File: config.mk
export PLATFORM = sky130hd
export DESIGN_NAME = spcsw_top
export DESIGN_NICKNAME = d
export VERILOG_FILES = /design/src/inc/spcsw_pkg.sv /design/src/hdl/spcsw_top.sv
export VERILOG_INCLUDE_DIRS = /design/src /design/src/inc
export SDC_FILE = /design/constraint.sdc
export NUM_CORES = 1
export LEC_CHECK = 0
export BUFFER_PORTS_ARGS = -buffer_cell sky130_fd_sc_hd__buf_2
export CAP_MARGIN = 40
export CORE_UTILIZATION = 40
export DETAILED_ROUTE_END_ITERATION = 6
export PLACE_DENSITY = 0.76
export SYNTH_ARGS = -nofsm -noshare
export SYNTH_HDL_FRONTEND = slang
export SYNTH_SLANG_ARGS = --single-unit
export TNS_END_PERCENT = 30
File: constraint.sdc
create_clock -name sys_clk -period 6.8 [get_ports sys_clk]
set_input_delay 1.02 -clock sys_clk [delete_from_list [all_inputs] [get_ports sys_clk]]
set_output_delay 1.02 -clock sys_clk [all_outputs]
set_load 0.005 [all_outputs]
File: src/inc/spcsw_defines.svh
// Purpose: constants for the spindle command/status word block
// Assumes: 50 MHz sys_clk
// Notes: register map offsets are byte addresses on the avalon slave
`ifndef SPCSW_DEFINES_SVH
`define SPCSW_DEFINES_SVH
`define SPCSW_ADDR_CMD4 4'h0
`define SPCSW_ADDR_CMD5 4'h4
`define SPCSW_ADDR_STAT1 4'h8
`define SPCSW_ADDR_STAT2 4'hC
`define SPCSW_ADDR_CFG 4'h0
`define SPCSW_CMD4_MASK 16'h0070
`define SPCSW_CMD5_MASK 16'h7800
`define SPCSW_B_GKC 4
`define SPCSW_B_GR1 5
`define SPCSW_B_GR2 6
`define SPCSW_B_PY2 11
`define SPCSW_B_VG2 12
`define SPCSW_B_ORC 13
`define SPCSW_B_HOLDING_FORCE_BOOST 14
`define SPCSW_S1_RDY 0
`define SPCSW_S1_SRV 1
`define SPCSW_S1_ALM 7
`define SPCSW_S1_TL 8
`define SPCSW_S1_INP 12
`define SPCSW_S1_WRN 15
`define SPCSW_S2_ZCN 0
`define SPCSW_S2_ZS 3
`define SPCSW_S2_EMG 7
`define SPCSW_S1_TL_W 3
`define SPCSW_S1_MASK 16'h9783
`define SPCSW_S2_MASK 16'h0089
`define SPCSW_CLK_HZ 50000000
`define SPCSW_ZS_HOLD_MS 200
`define SPCSW_ZS_HYST_RPM 16'h000F
`define SPCSW_ZS_HOLD_CYC ((`SPCSW_ZS_HOLD_MS * (`SPCSW_CLK_HZ / 1000)))
`endif

File: src/inc/spcsw_pkg.sv
// Purpose: types for the spindle command/status word block
// Assumes: included defines
// Notes: none
package spcsw_pkg;
	typedef struct packed {
		logic [2:0] torque_lim;
		logic ready_on;
		logic servo_on;
		logic alarm;
		logic warning;
		logic ext_emergency_stop;
		logic z_phase;
		logic interp_mode;
	} spcsw_drive_t;
	typedef struct packed {
		logic [1:0] gear_idx;
		logic excitation_two;
		logic gain_set_two;
		logic boost;
	} spcsw_sel_t;
	typedef enum logic [2:0] {
		SPCSW_ZS_IDLE = 3'b001,
		SPCSW_ZS_LOW = 3'b010,
		SPCSW_ZS_HOLD = 3'b100
	} spcsw_zs_t;
endpackage : spcsw_pkg

File: src/hdl/spcsw_top.sv
// Purpose: decode spindle command words 4/5, build status words 1/2
// Assumes: speed and droop are same-clock values; drive flags are pins
// Notes: avalon-mm slave, fixed one waitrequest cycle per access
//
// Decided for this implementation: the Avalon-MM slave port and the placing of the registers.
`timescale 1ns/10ps
`default_nettype none
`include "spcsw_defines.svh"
module spcsw_top #(
	parameter int ZS_HOLD_CYC = `SPCSW_ZS_HOLD_CYC
) (
	input wire logic sys_clk,
	input wire logic reset_n,
	input wire logic [3:0] avs_address,
	input wire logic avs_read,
	input wire logic avs_write,
	input wire logic [31:0] avs_writedata,
	output logic [31:0] avs_readdata,
	output logic avs_waitrequest,
	input wire spcsw_pkg::spcsw_drive_t drive_in,
	input wire logic [15:0] motor_speed,
	input wire logic [15:0] droop,
	input wire logic [15:0] inpos_width_param,
	input wire logic [15:0] zero_speed_level_param,
	input wire logic [15:0] grid_amount,
	output spcsw_pkg::spcsw_sel_t sel_out,
	output logic [15:0] grid_out,
	output logic grid_valid
);
	logic [1:0] rst_sync_q;
	logic rst_n;
	spcsw_pkg::spcsw_drive_t drv_m_q, drv_q;
	logic [15:0] cmd4_q, cmd5_q, stat1_q, stat2_q;
	logic orc_prev_q, z_prev_q, zcn_q, inp_q, zs_q;
	logic ack_q;
	logic [31:0] zs_cnt_q;
	spcsw_pkg::spcsw_zs_t zs_st_q;
	logic [15:0] abs_speed;
	logic wr_cmd5;

	function automatic logic [15:0] abs16(input logic [15:0] v);
		abs16 = v[15] ? 16'(-v) : v;
	endfunction : abs16

	always_ff @(posedge sys_clk or negedge reset_n) begin
		if (!reset_n) rst_sync_q <= 2'h0;
		else rst_sync_q <= {rst_sync_q[0], 1'h1};
	end
	assign rst_n = rst_sync_q[1];

	// drive flags come from pins: two-stage sync
	always_ff @(posedge sys_clk or negedge rst_n) begin
		if (!rst_n) begin
			drv_m_q <= '0;
			drv_q <= '0;
		end else begin
			drv_m_q <= drive_in;
			drv_q <= drv_m_q;
		end
	end

	// bus: one wait cycle, then ack; unmapped reads zero, writes dropped
	always_ff @(posedge sys_clk or negedge rst_n) begin
		if (!rst_n) ack_q <= 1'h0;
		else ack_q <= (avs_read || avs_write) && !ack_q;
	end
	// registered inverse of ack: output straight from a flop, no bus glitch
	always_ff @(posedge sys_clk or negedge rst_n) begin
		if (!rst_n) avs_waitrequest <= 1'h1;
		else avs_waitrequest <= !((avs_read || avs_write) && !ack_q);
	end
	assign wr_cmd5 = ack_q && avs_write && avs_address == `SPCSW_ADDR_CMD5;

	always_ff @(posedge sys_clk or negedge rst_n) begin
		if (!rst_n) begin
			cmd4_q <= 16'h0000;
			cmd5_q <= 16'h0000;
		end else if (ack_q && avs_write) begin
			if (avs_address == `SPCSW_ADDR_CMD4)
				cmd4_q <= avs_writedata[15:0] & `SPCSW_CMD4_MASK;
			if (wr_cmd5)
				cmd5_q <= avs_writedata[15:0] & `SPCSW_CMD5_MASK;
		end
	end

	always_ff @(posedge sys_clk or negedge rst_n) begin
		if (!rst_n) avs_readdata <= 32'h00000000;
		else if (avs_read && !ack_q) begin
			case (avs_address)
				`SPCSW_ADDR_CMD4: avs_readdata <= {16'h0000, cmd4_q};
				`SPCSW_ADDR_CMD5: avs_readdata <= {16'h0000, cmd5_q};
				`SPCSW_ADDR_STAT1: avs_readdata <= {16'h0000, stat1_q};
				`SPCSW_ADDR_STAT2: avs_readdata <= {16'h0000, stat2_q};
				default: avs_readdata <= 32'h00000000;
			endcase
		end
	end

	// droop within width, servo state ignored
	always_ff @(posedge sys_clk or negedge rst_n) begin
		if (!rst_n) inp_q <= 1'h0;
		else inp_q <= abs16(droop) <= inpos_width_param;
	end

	// selections; ratio swap does not keep spindle angle
	always_ff @(posedge sys_clk or negedge rst_n) begin
		if (!rst_n) sel_out <= '0;
		else begin
			if (cmd4_q[`SPCSW_B_GKC] && !drv_q.interp_mode)
				sel_out.gear_idx <= {cmd4_q[`SPCSW_B_GR2], cmd4_q[`SPCSW_B_GR1]};
			sel_out.excitation_two <= cmd5_q[`SPCSW_B_PY2];
			if (inp_q)
				sel_out.gain_set_two <= cmd5_q[`SPCSW_B_VG2];
			sel_out.boost <= cmd5_q[`SPCSW_B_HOLDING_FORCE_BOOST];
		end
	end

	// index pulse passed flag; z edge wins over redetect clear
	always_ff @(posedge sys_clk or negedge rst_n) begin
		if (!rst_n) begin
			orc_prev_q <= 1'h0;
			z_prev_q <= 1'h0;
			zcn_q <= 1'h0;
			grid_out <= 16'h0000;
			grid_valid <= 1'h0;
		end else begin
			orc_prev_q <= cmd5_q[`SPCSW_B_ORC];
			z_prev_q <= drv_q.z_phase;
			grid_valid <= 1'h0;
			// set on z phase rise, send grid only while not yet set
			if (drv_q.z_phase && !z_prev_q) begin
				if (!zcn_q) begin
					grid_out <= grid_amount;
					grid_valid <= 1'h1;
				end
				zcn_q <= 1'h1;
			end else if (cmd5_q[`SPCSW_B_ORC] && !orc_prev_q) begin
				zcn_q <= 1'h0;
			end
		end
	end

	assign abs_speed = abs16(motor_speed);

	// zero speed: set below level, clear after hold at or above level, entered at level+15
	always_ff @(posedge sys_clk or negedge rst_n) begin
		if (!rst_n) begin
			zs_st_q <= spcsw_pkg::SPCSW_ZS_IDLE;
			zs_q <= 1'h0;
			zs_cnt_q <= 32'h00000000;
		end else begin
			case (zs_st_q)
				spcsw_pkg::SPCSW_ZS_IDLE: begin
					zs_q <= 1'h0;
					if (abs_speed < zero_speed_level_param) begin
						zs_q <= 1'h1;
						zs_st_q <= spcsw_pkg::SPCSW_ZS_LOW;
					end
				end
				spcsw_pkg::SPCSW_ZS_LOW: begin
					zs_cnt_q <= 32'h00000000;
					if (17'(abs_speed) >= 17'(zero_speed_level_param) + 17'(`SPCSW_ZS_HYST_RPM))
						zs_st_q <= spcsw_pkg::SPCSW_ZS_HOLD;
				end
				spcsw_pkg::SPCSW_ZS_HOLD: begin
					if (abs_speed < zero_speed_level_param)
						zs_st_q <= spcsw_pkg::SPCSW_ZS_LOW;
					else if (zs_cnt_q >= 32'(ZS_HOLD_CYC - 1)) begin
						zs_q <= 1'h0;
						zs_st_q <= spcsw_pkg::SPCSW_ZS_IDLE;
					end else
						zs_cnt_q <= zs_cnt_q + 32'h00000001;
				end
				default: zs_st_q <= spcsw_pkg::SPCSW_ZS_IDLE;
			endcase
		end
	end

	// status words; reserved bits zero; servo-off follow-up is the controller's job
	always_ff @(posedge sys_clk or negedge rst_n) begin
		if (!rst_n) begin
			stat1_q <= 16'h0000;
			stat2_q <= 16'h0000;
		end else begin
			stat1_q <= 16'h0000;
			stat1_q[`SPCSW_S1_RDY] <= drv_q.ready_on;
			stat1_q[`SPCSW_S1_SRV] <= drv_q.servo_on;
			stat1_q[`SPCSW_S1_ALM] <= drv_q.alarm;
			stat1_q[`SPCSW_S1_TL +: `SPCSW_S1_TL_W] <= drv_q.torque_lim;
			stat1_q[`SPCSW_S1_INP] <= inp_q;
			stat1_q[`SPCSW_S1_WRN] <= drv_q.warning;
			stat2_q <= 16'h0000;
			stat2_q[`SPCSW_S2_ZCN] <= zcn_q;
			stat2_q[`SPCSW_S2_ZS] <= zs_q;
			stat2_q[`SPCSW_S2_EMG] <= drv_q.ext_emergency_stop;
		end
	end

	// gear follows command one cycle later
	property p_gear;
		@(posedge sys_clk) disable iff (!rst_n)
		(cmd4_q[`SPCSW_B_GKC] && !drv_q.interp_mode) |=>
			sel_out.gear_idx == $past({cmd4_q[`SPCSW_B_GR2], cmd4_q[`SPCSW_B_GR1]});
	endproperty
	a_gear: assert property (p_gear) else $error("gear not applied");

	property p_interp;
		@(posedge sys_clk) disable iff (!rst_n)
		drv_q.interp_mode |=> $stable(sel_out.gear_idx);
	endproperty
	a_interp: assert property (p_interp) else $error("gear changed in interp");

	property p_gain;
		@(posedge sys_clk) disable iff (!rst_n)
		!inp_q |=> $stable(sel_out.gain_set_two);
	endproperty
	a_gain: assert property (p_gain) else $error("gain changed out of position");

	property p_exc;
		@(posedge sys_clk) disable iff (!rst_n)
		1'b1 |=> sel_out.excitation_two == $past(cmd5_q[`SPCSW_B_PY2]);
	endproperty
	a_exc: assert property (p_exc) else $error("excitation select wrong");

	property p_orc;
		@(posedge sys_clk) disable iff (!rst_n)
		$rose(cmd5_q[`SPCSW_B_ORC]) && !(drv_q.z_phase && !z_prev_q) |=> ##1 !stat2_q[`SPCSW_S2_ZCN];
	endproperty
	a_orc: assert property (p_orc) else $error("redetect did not clear");

	property p_grid;
		@(posedge sys_clk) disable iff (!rst_n)
		$rose(zcn_q) |-> grid_valid && grid_out == $past(grid_amount);
	endproperty
	a_grid: assert property (p_grid) else $error("grid not sent on rise");

	property p_emg;
		@(posedge sys_clk) disable iff (!rst_n)
		drv_q.ext_emergency_stop |=> stat2_q[`SPCSW_S2_EMG];
	endproperty
	a_emg: assert property (p_emg) else $error("emergency stop not shown");

	property p_zs;
		@(posedge sys_clk) disable iff (!rst_n)
		(abs_speed < zero_speed_level_param) |=> zs_q;
	endproperty
	a_zs: assert property (p_zs) else $error("zero speed not set");

	property p_tl;
		@(posedge sys_clk) disable iff (!rst_n)
		1'b1 |=> stat1_q[`SPCSW_S1_TL +: `SPCSW_S1_TL_W] == $past(drv_q.torque_lim);
	endproperty
	a_tl: assert property (p_tl) else $error("torque echo wrong");

	property p_boost;
		@(posedge sys_clk) disable iff (!rst_n)
		1'b1 |=> sel_out.boost == $past(cmd5_q[`SPCSW_B_HOLDING_FORCE_BOOST]);
	endproperty
	a_boost: assert property (p_boost) else $error("boost not following request");

	property p_gain_set;
		@(posedge sys_clk) disable iff (!rst_n)
		inp_q |=> sel_out.gain_set_two == $past(cmd5_q[`SPCSW_B_VG2]);
	endproperty
	a_gain_set: assert property (p_gain_set) else $error("gain set not applied");

	property p_ready;
		@(posedge sys_clk) disable iff (!rst_n)
		1'b1 |=> stat1_q[`SPCSW_S1_RDY] == $past(drv_q.ready_on);
	endproperty
	a_ready: assert property (p_ready) else $error("ready flag wrong");

	property p_servo;
		@(posedge sys_clk) disable iff (!rst_n)
		1'b1 |=> stat1_q[`SPCSW_S1_SRV] == $past(drv_q.servo_on);
	endproperty
	a_servo: assert property (p_servo) else $error("servo flag wrong");

	property p_alarm;
		@(posedge sys_clk) disable iff (!rst_n)
		1'b1 |=> stat1_q[`SPCSW_S1_ALM] == $past(drv_q.alarm);
	endproperty
	a_alarm: assert property (p_alarm) else $error("alarm flag wrong");

	property p_warn;
		@(posedge sys_clk) disable iff (!rst_n)
		1'b1 |=> stat1_q[`SPCSW_S1_WRN] == $past(drv_q.warning);
	endproperty
	a_warn: assert property (p_warn) else $error("warning flag wrong");

	property p_inp;
		@(posedge sys_clk) disable iff (!rst_n)
		1'b1 |=> inp_q == $past(abs16(droop) <= inpos_width_param);
	endproperty
	a_inp: assert property (p_inp) else $error("in position wrong");

	property p_zcn;
		@(posedge sys_clk) disable iff (!rst_n)
		(drv_q.z_phase && !z_prev_q) |=> zcn_q;
	endproperty
	a_zcn: assert property (p_zcn) else $error("index passed not set");

	property p_s1_rsvd;
		@(posedge sys_clk) disable iff (!rst_n)
		1'b1 |-> (stat1_q & ~`SPCSW_S1_MASK) == 16'h0000;
	endproperty
	a_s1_rsvd: assert property (p_s1_rsvd) else $error("status1 reserved bit set");

	property p_s2_rsvd;
		@(posedge sys_clk) disable iff (!rst_n)
		1'b1 |-> (stat2_q & ~`SPCSW_S2_MASK) == 16'h0000;
	endproperty
	a_s2_rsvd: assert property (p_s2_rsvd) else $error("status2 reserved bit set");

	property p_cmd_rsvd;
		@(posedge sys_clk) disable iff (!rst_n)
		1'b1 |-> (cmd4_q & ~`SPCSW_CMD4_MASK) == 16'h0000
			&& (cmd5_q & ~`SPCSW_CMD5_MASK) == 16'h0000;
	endproperty
	a_cmd_rsvd: assert property (p_cmd_rsvd) else $error("command reserved bit kept");

	property p_grid_pulse;
		@(posedge sys_clk) disable iff (!rst_n)
		grid_valid |=> !grid_valid;
	endproperty
	a_grid_pulse: assert property (p_grid_pulse) else $error("grid pulse too long");

	property p_zs_hold;
		@(posedge sys_clk) disable iff (!rst_n)
		zs_st_q == spcsw_pkg::SPCSW_ZS_HOLD |-> zs_q;
	endproperty
	a_zs_hold: assert property (p_zs_hold) else $error("zero speed dropped early");

	property p_zs_fell;
		@(posedge sys_clk) disable iff (!rst_n)
		$fell(zs_q) |-> $past(zs_st_q) == spcsw_pkg::SPCSW_ZS_HOLD;
	endproperty
	a_zs_fell: assert property (p_zs_fell) else $error("zero speed cleared outside hold");

	property p_gear_keep;
		@(posedge sys_clk) disable iff (!rst_n)
		!cmd4_q[`SPCSW_B_GKC] |=> $stable(sel_out.gear_idx);
	endproperty
	a_gear_keep: assert property (p_gear_keep) else $error("gear changed without command");
endmodule : spcsw_top
`default_nettype wire

==> Yosys cells after proc, flatten, opt, wreduce, memory -nomap -nowiden <==
Cells that the tools add are included.
{ "word_totals": {"regBits": 136, "latchBits": 0, "ram_bits": 0, "rom_bits": 0, "inputBits": 130, "output_inout_bits": 55, "wordCells": 100, "n_memories": 0} }
{ "classes": {"addsub": 4, "mul": 0, "div": 0, "n_lt_le_gt_ge": 4, "n_eq_ne": 12, "n_shift": 0, "muxes": 19, "bitwise": 1, "n_reduce_logical": 23} }
{ "ops": {"columns": ["cell", "count"], "rows": [
  ["two-way mux 32 bit", 2],
  ["one-hot mux 16 bit (4 select lines)", 1],
  ["one-hot mux 32 bit (2 select lines)", 1],
  ["adder 32 x 1 -> 32 bit, second input constant", 1],
  [">= comparator 32 x 24 -> 1 bit, second input constant", 1],
  ["two-way mux 16 bit", 2],
  ["negator 16 bit", 2],
  ["adder 16 x 4 -> 17 bit, second input constant", 1],
  [">= comparator 16 x 17 -> 1 bit", 1],
  ["<= comparator 16 bit", 1],
  ["less-than comparator 16 bit", 1],
  ["two-way mux 3 bit", 4],
  ["!= test 2 bit, second input constant", 5],
  ["one-hot mux 3 bit (3 select lines)", 1],
  ["AND reduction 3 bit", 3],
  ["equality test 4 bit, second input constant", 2],
  ["logical AND 1 bit", 7],
  ["two-way mux 1 bit", 7],
  ["AND reduction 2 bit", 3],
  ["nonzero test 2 bit", 3],
  ["logical NOT 1 bit", 5],
  ["equality test 4 x 3 -> 1 bit, second input constant", 1],
  ["logical NOT 4 bit", 1],
  ["equality test 3 x 1 -> 1 bit, second input constant", 1],
  ["6 further kinds", 6]
]} }

==> Longest topological paths before layout <==
{ "depth": {"depth_word": 5, "depth_mapped": 14, "ltp_nobuf": 13} }

==> Worst setup path before layout <==
No wires, ideal clock.
{ "synth_timing": {"path_type": "input to register", "start": "in motor_speed[5]", "end": "reg zs_cnt_q[9]", "setup_time_ps": 66, "arrival_ps": 4336, "t_required_ps": 6734, "setup_slack_ps": 2398, "cell_stages": 13, "n_path_buf": 1, "cell_sequence": "or4_4 -> or4_4 -> nor3_2 -> nand3_1 -> o31ai_2 -> xnor2_1 -> ha_1 -> nand4_1 -> a2111o_1 -> a31o_2 -> clkbuf_1 -> or4_1 -> nand2_1"} }
{ "synth_between": {"elab_chain_cells": 5} }
{ "synth_rtl": {"columns": ["item", "line_no", "rtl"], "rows": [
  ["start: declaration", "spcsw_top.sv:21", "input wire logic [15:0] motor_speed,"],
  ["negator 16 bit", "spcsw_top.sv:42", "abs16 = v[15] ? 16'(-v) : v;"],
  ["two-way mux 16 bit (*)", "spcsw_top.sv:42", null],
  ["less-than comparator 16 bit (*)", "spcsw_top.sv:166", "if (abs_speed < zero_speed_level_param)"],
  ["!= test 2 bit (no line) (*)", null, null],
  ["AND reduction 3 bit (no line) (*)", null, null],
  ["end signal: assignment", "spcsw_top.sv:172", "zs_cnt_q <= zs_cnt_q + 32'h00000001;"],
  ["end: declaration", "spcsw_top.sv:36", "logic [31:0] zs_cnt_q;"]
]} }
Mark *: on every way between the ends. The rest lies on a longest branch, timed or not.
A chain may end at the register's enable or synchronous reset.

==> Final worst setup path <==
{ "layout_timing": {"start": "in motor_speed[5]", "end": "reg zs_cnt_q[6]"} }
Same word-level chain as after synthesis.

==> summary.md <==
| Metric | Value |
|---|---|
| Sequential area share after synthesis | `0.4393` |
| Top FF cell, synth | `dfrtp_1` |
| Mapped Avg Cell Area | `10.02 um2` |
| FF-to-FF End | `zs_cnt_q[1]` |
| Post-synth EDFFs | `0` |
| Post-Synth Adder-Cell Area | `0.09591` |
| Critical Path End Type | `register` |
| Share of layout cells above drive strength 1 | `0.2663` |
| Core area | `16,580 um2` |
| Fillers | `1,501` |
| Crit path max-delay family | `simple AND/OR/NAND/NOR gates` |
| Cell area after synthesis | `6784 um2` |
| Final count of negative-setup-slack endpoints | `0` |
| Proportion of synthesized area in mux cells | `0.06252` |
| P_leak | `~4.1 nW` |
| Final wirelength | `14,820 um` |
| CP max-delay cell | `or4_4` |
| Setup TNS | `0 ns` |
| FP Rows | `47` |
| Pwr Density | `267.3 nW/um2` |
| Hold Path Class | `reg -> async` |
| # hold bufs at CTS | `0` |
| Hpwl dp | `10,720 um` |
| I/O Buffers | `around 140` |
| Worst hold slack | `approximately 0.30 ns` |
| Max incr delay on CP | `0.54 ns` |
| Maximum fanout along the worst path | `14` |
| Ant diodes | `0` |
| Clock Skew | `0.008794 ns` |
| CTS tree | `yes` |
| Data arrival, critical path | `4.89 ns` |
| Netlist cell types | `57` |
| Simple-Gate Fraction of Synth Area | `0.1785` |
| Required @ worst endpoint | `about 7.1 ns` |
| Post-CTS setup buffers | `0` |
| Period utilisation layout | `0.6690` |
| Minimum clock period | `approximately 4.5 ns` |
| Reg-to-Reg Start | `zs_cnt_q[0]` |
| Final nets | `1,010` |
| Max_slew headroom | `0.5027` |
| Asr flop ratio synth | `1.000` |
| Compound-Gate Fraction of Synth Area | `0.1158` |
| DR iter-0 viols | `335` |
| Die area | `17,480 um2` |
| Total grt overflow | `0` |
| CTS Sinks | `119` |
| Share of the synthesized area in the top cell type | `0.4316` |
| Most frequent cells after synthesis | `dfrtp_1, nand2_1, ha_1, inv_1, xnor2_1` |
| Initial antenna violation count | `0` |
| Worst skew pair latency | `0.41 ns` |
| Yosys warns | `0` |
| Largest family of logic cells by synthesized area | `simple AND/OR/NAND/NOR gates` |
| R2R Setup Slk | `about 4.3 ns` |
| Total GRT Usage | `0.1736` |
| Largest net degree at the start of global routing | `59` |
| Worst vdd ir | `0.0001558 V` |
| CTS H-tree depth | `4` |
| Cts bufs inserted | `17` |
| CP Class | `in -> reg` |
| Post-synthesis xor/xnor area fraction | `0.05164` |
| Hold Fails Final Rpt | `0` |
| Max Cap Viol | `0` |
| Cells after synthesis | `677` |
| Num ports | `185` |
| Drt pass-1 iters | `5` |
| Antenna-violating nets left | `0` |
| Worst slew pin tran | `roughly 0.75 ns` |
| Vias per cell | `5.176` |
| CTS clk-pin slew, worst paths | `~0.050 ns` |
| Root buf cell | `clkbuf_16` |
| Vias | `5,492` |
| Status | `finished, final reports clean` |
| Placed Area | `just under 8000 um2` |
| Synth top area cells | `dfrtp_1, ha_1, xnor2_1` |
| DRC viols | `0` |
| CP Cell Sequence | `buf_2 -> or4_4 -> or4_4 -> nor3_2 -> nand3_1 -> nor4b_1 -> ha_1 -> nand4_1 -> a2111o_1 -> a31o_2 -> or4_1 -> a21oi_1` |
| Worst Path Buf+Inv | `1` |
| Initial Util | `0.4091` |
| Area leader, netlist | `dfrtp_1` |
| CP Launch Type | `input port` |
| Worst r2r path cells | `8` |
| Fin. max-slew vios | `0` |
| Drt wl/cell | `13.96 um` |
| Clk buf depth | `2` |
| Max Freq | `0.2198 GHz` |
| Die Wd | `132.2 um` |
| Area delta synth->final | `22.67%` |
| Post-cts sizing count | `0` |
| Most common cell in the synthesized netlist | `dfrtp_1` |
| Die Height | `132.2 um` |
| Final weighted congestion in routability-driven placement | `~0.85` |
| Final Cell Area | `~8300 um2` |
| Vias in the first global route | `5,266` |
| #FFs+latches synth | `between 100 and 150` |
| Unrepaired setup endpoints after global routing | `no` |
| Most used cell along the critical path | `or4_4` |
| First-pass GRT wire length | `24,600 um` |
[state kept, by name, indices dropped and copies added (netlist names)]
register	cells
zs_cnt_q	32
grid_out	16
avs_readdata	15
drv_m_q	10
drv_q	10
stat1_q	8
sel_out	5
cmd5_q	4
cmd4_q	3
stat2_q	3
zs_st_q	3
rst_sync_q	2
ack_q	1
avs_waitrequest	1
grid_valid	1
inp_q	1
orc_prev_q	1
z_prev_q	1
zcn_q	1
zs_q	1
[cells in the final DEF (no fill, tap or decap), types with 12 or more instances in the layout]
master / count
dfrtp_1: 116
nand2b_1: 18
nand3_1: 26
nand4_1: 21
mux2_2: 27
xnor2_1: 38
mux2i_1: 12
a22o_1: 13
o21ai_0: 27
and3_1: 14
nand2_1: 58
and2_1: 13
buf_2: 142
conb_1: 18
nor3_1: 12
inv_1: 47
a21oi_1: 25
clkbuf_16: 17
nor2_1: 27
ha_1: 52
[worst max-delay path by stage]
stage	start	to	slack [ns]	depth (start not counted)
final	motor_speed[5]	zs_cnt_q[6]	2.25	12
after global routing	motor_speed[5]	zs_cnt_q[6]	2.03	12
after CTS	motor_speed[5]	zs_cnt_q[6]	2.24	12
after detailed placement	motor_speed[5]	zs_cnt_q[6]	1.82	12
after global placement	motor_speed[5]	zs_cnt_q[6]	1.88	12
after floorplan	motor_speed[5]	zs_cnt_q[9]	2.40	13
[power by group]
group	switching, W	internal [W]	total [W]
logic	0.000245	0.000220	0.000464
registers	0.0000627	0.000812	0.000875
clock network	0.000338	0.000547	0.000885
[routing by layer]
| layer | part of all wire | vias up | GRT usage |
|---|---|---|---|
| li1 | - | 2697 | - |
| met1 | 0.43 | 2620 | 0.2180 |
| met2 | 0.51 | 148 | 0.2978 |
| met3 | 0.039 | 27 | 0.03537 |
| met4 | 0.017 | 0 | 0.05875 |
| met5 | 0 | - | 0 |
[layout make-up]
class / count / area, um2 / area share
clock buffer: 17 / 425.4 / 0.05112
sequential: 119 / 2984 / 0.3586
clock inverter: 15 / 171.4 / 0.02060
multi-input combinational: 494 / 3495 / 0.4199
timing repair buffer: 149 / 794.5 / 0.09547
inverter: 47 / 176.4 / 0.02120
tap: 220 / 275.3 / 0.03308
[logic make-up after synthesis]
family | after synthesis
compound gates | 116
xor+xnor | 40
fa+ha+maj | 52
buf+inv | 80
flops | 119
mux | 39
other cells | 2
simple gates | 229
[per-stage QoR]
stage | worst slack [ns] | util | total power [W] | instances
finish | 2.251 | 0.5018 | 0.002224 | 1061
global route | 2.034 | 0.5018 | 0.002335 | 1061
CTS | 2.241 | 0.5018 | 0.002247 | 1061
detailed placement | 1.818 | 0.4658 | 0.001344 | 1029
global placement | 1.876 | 0.4621 | 0.001310 | 1025
floorplan | 2.398 | - | 0.001160 | 693
No activity file was read; power rests on OpenSTA's default activity.
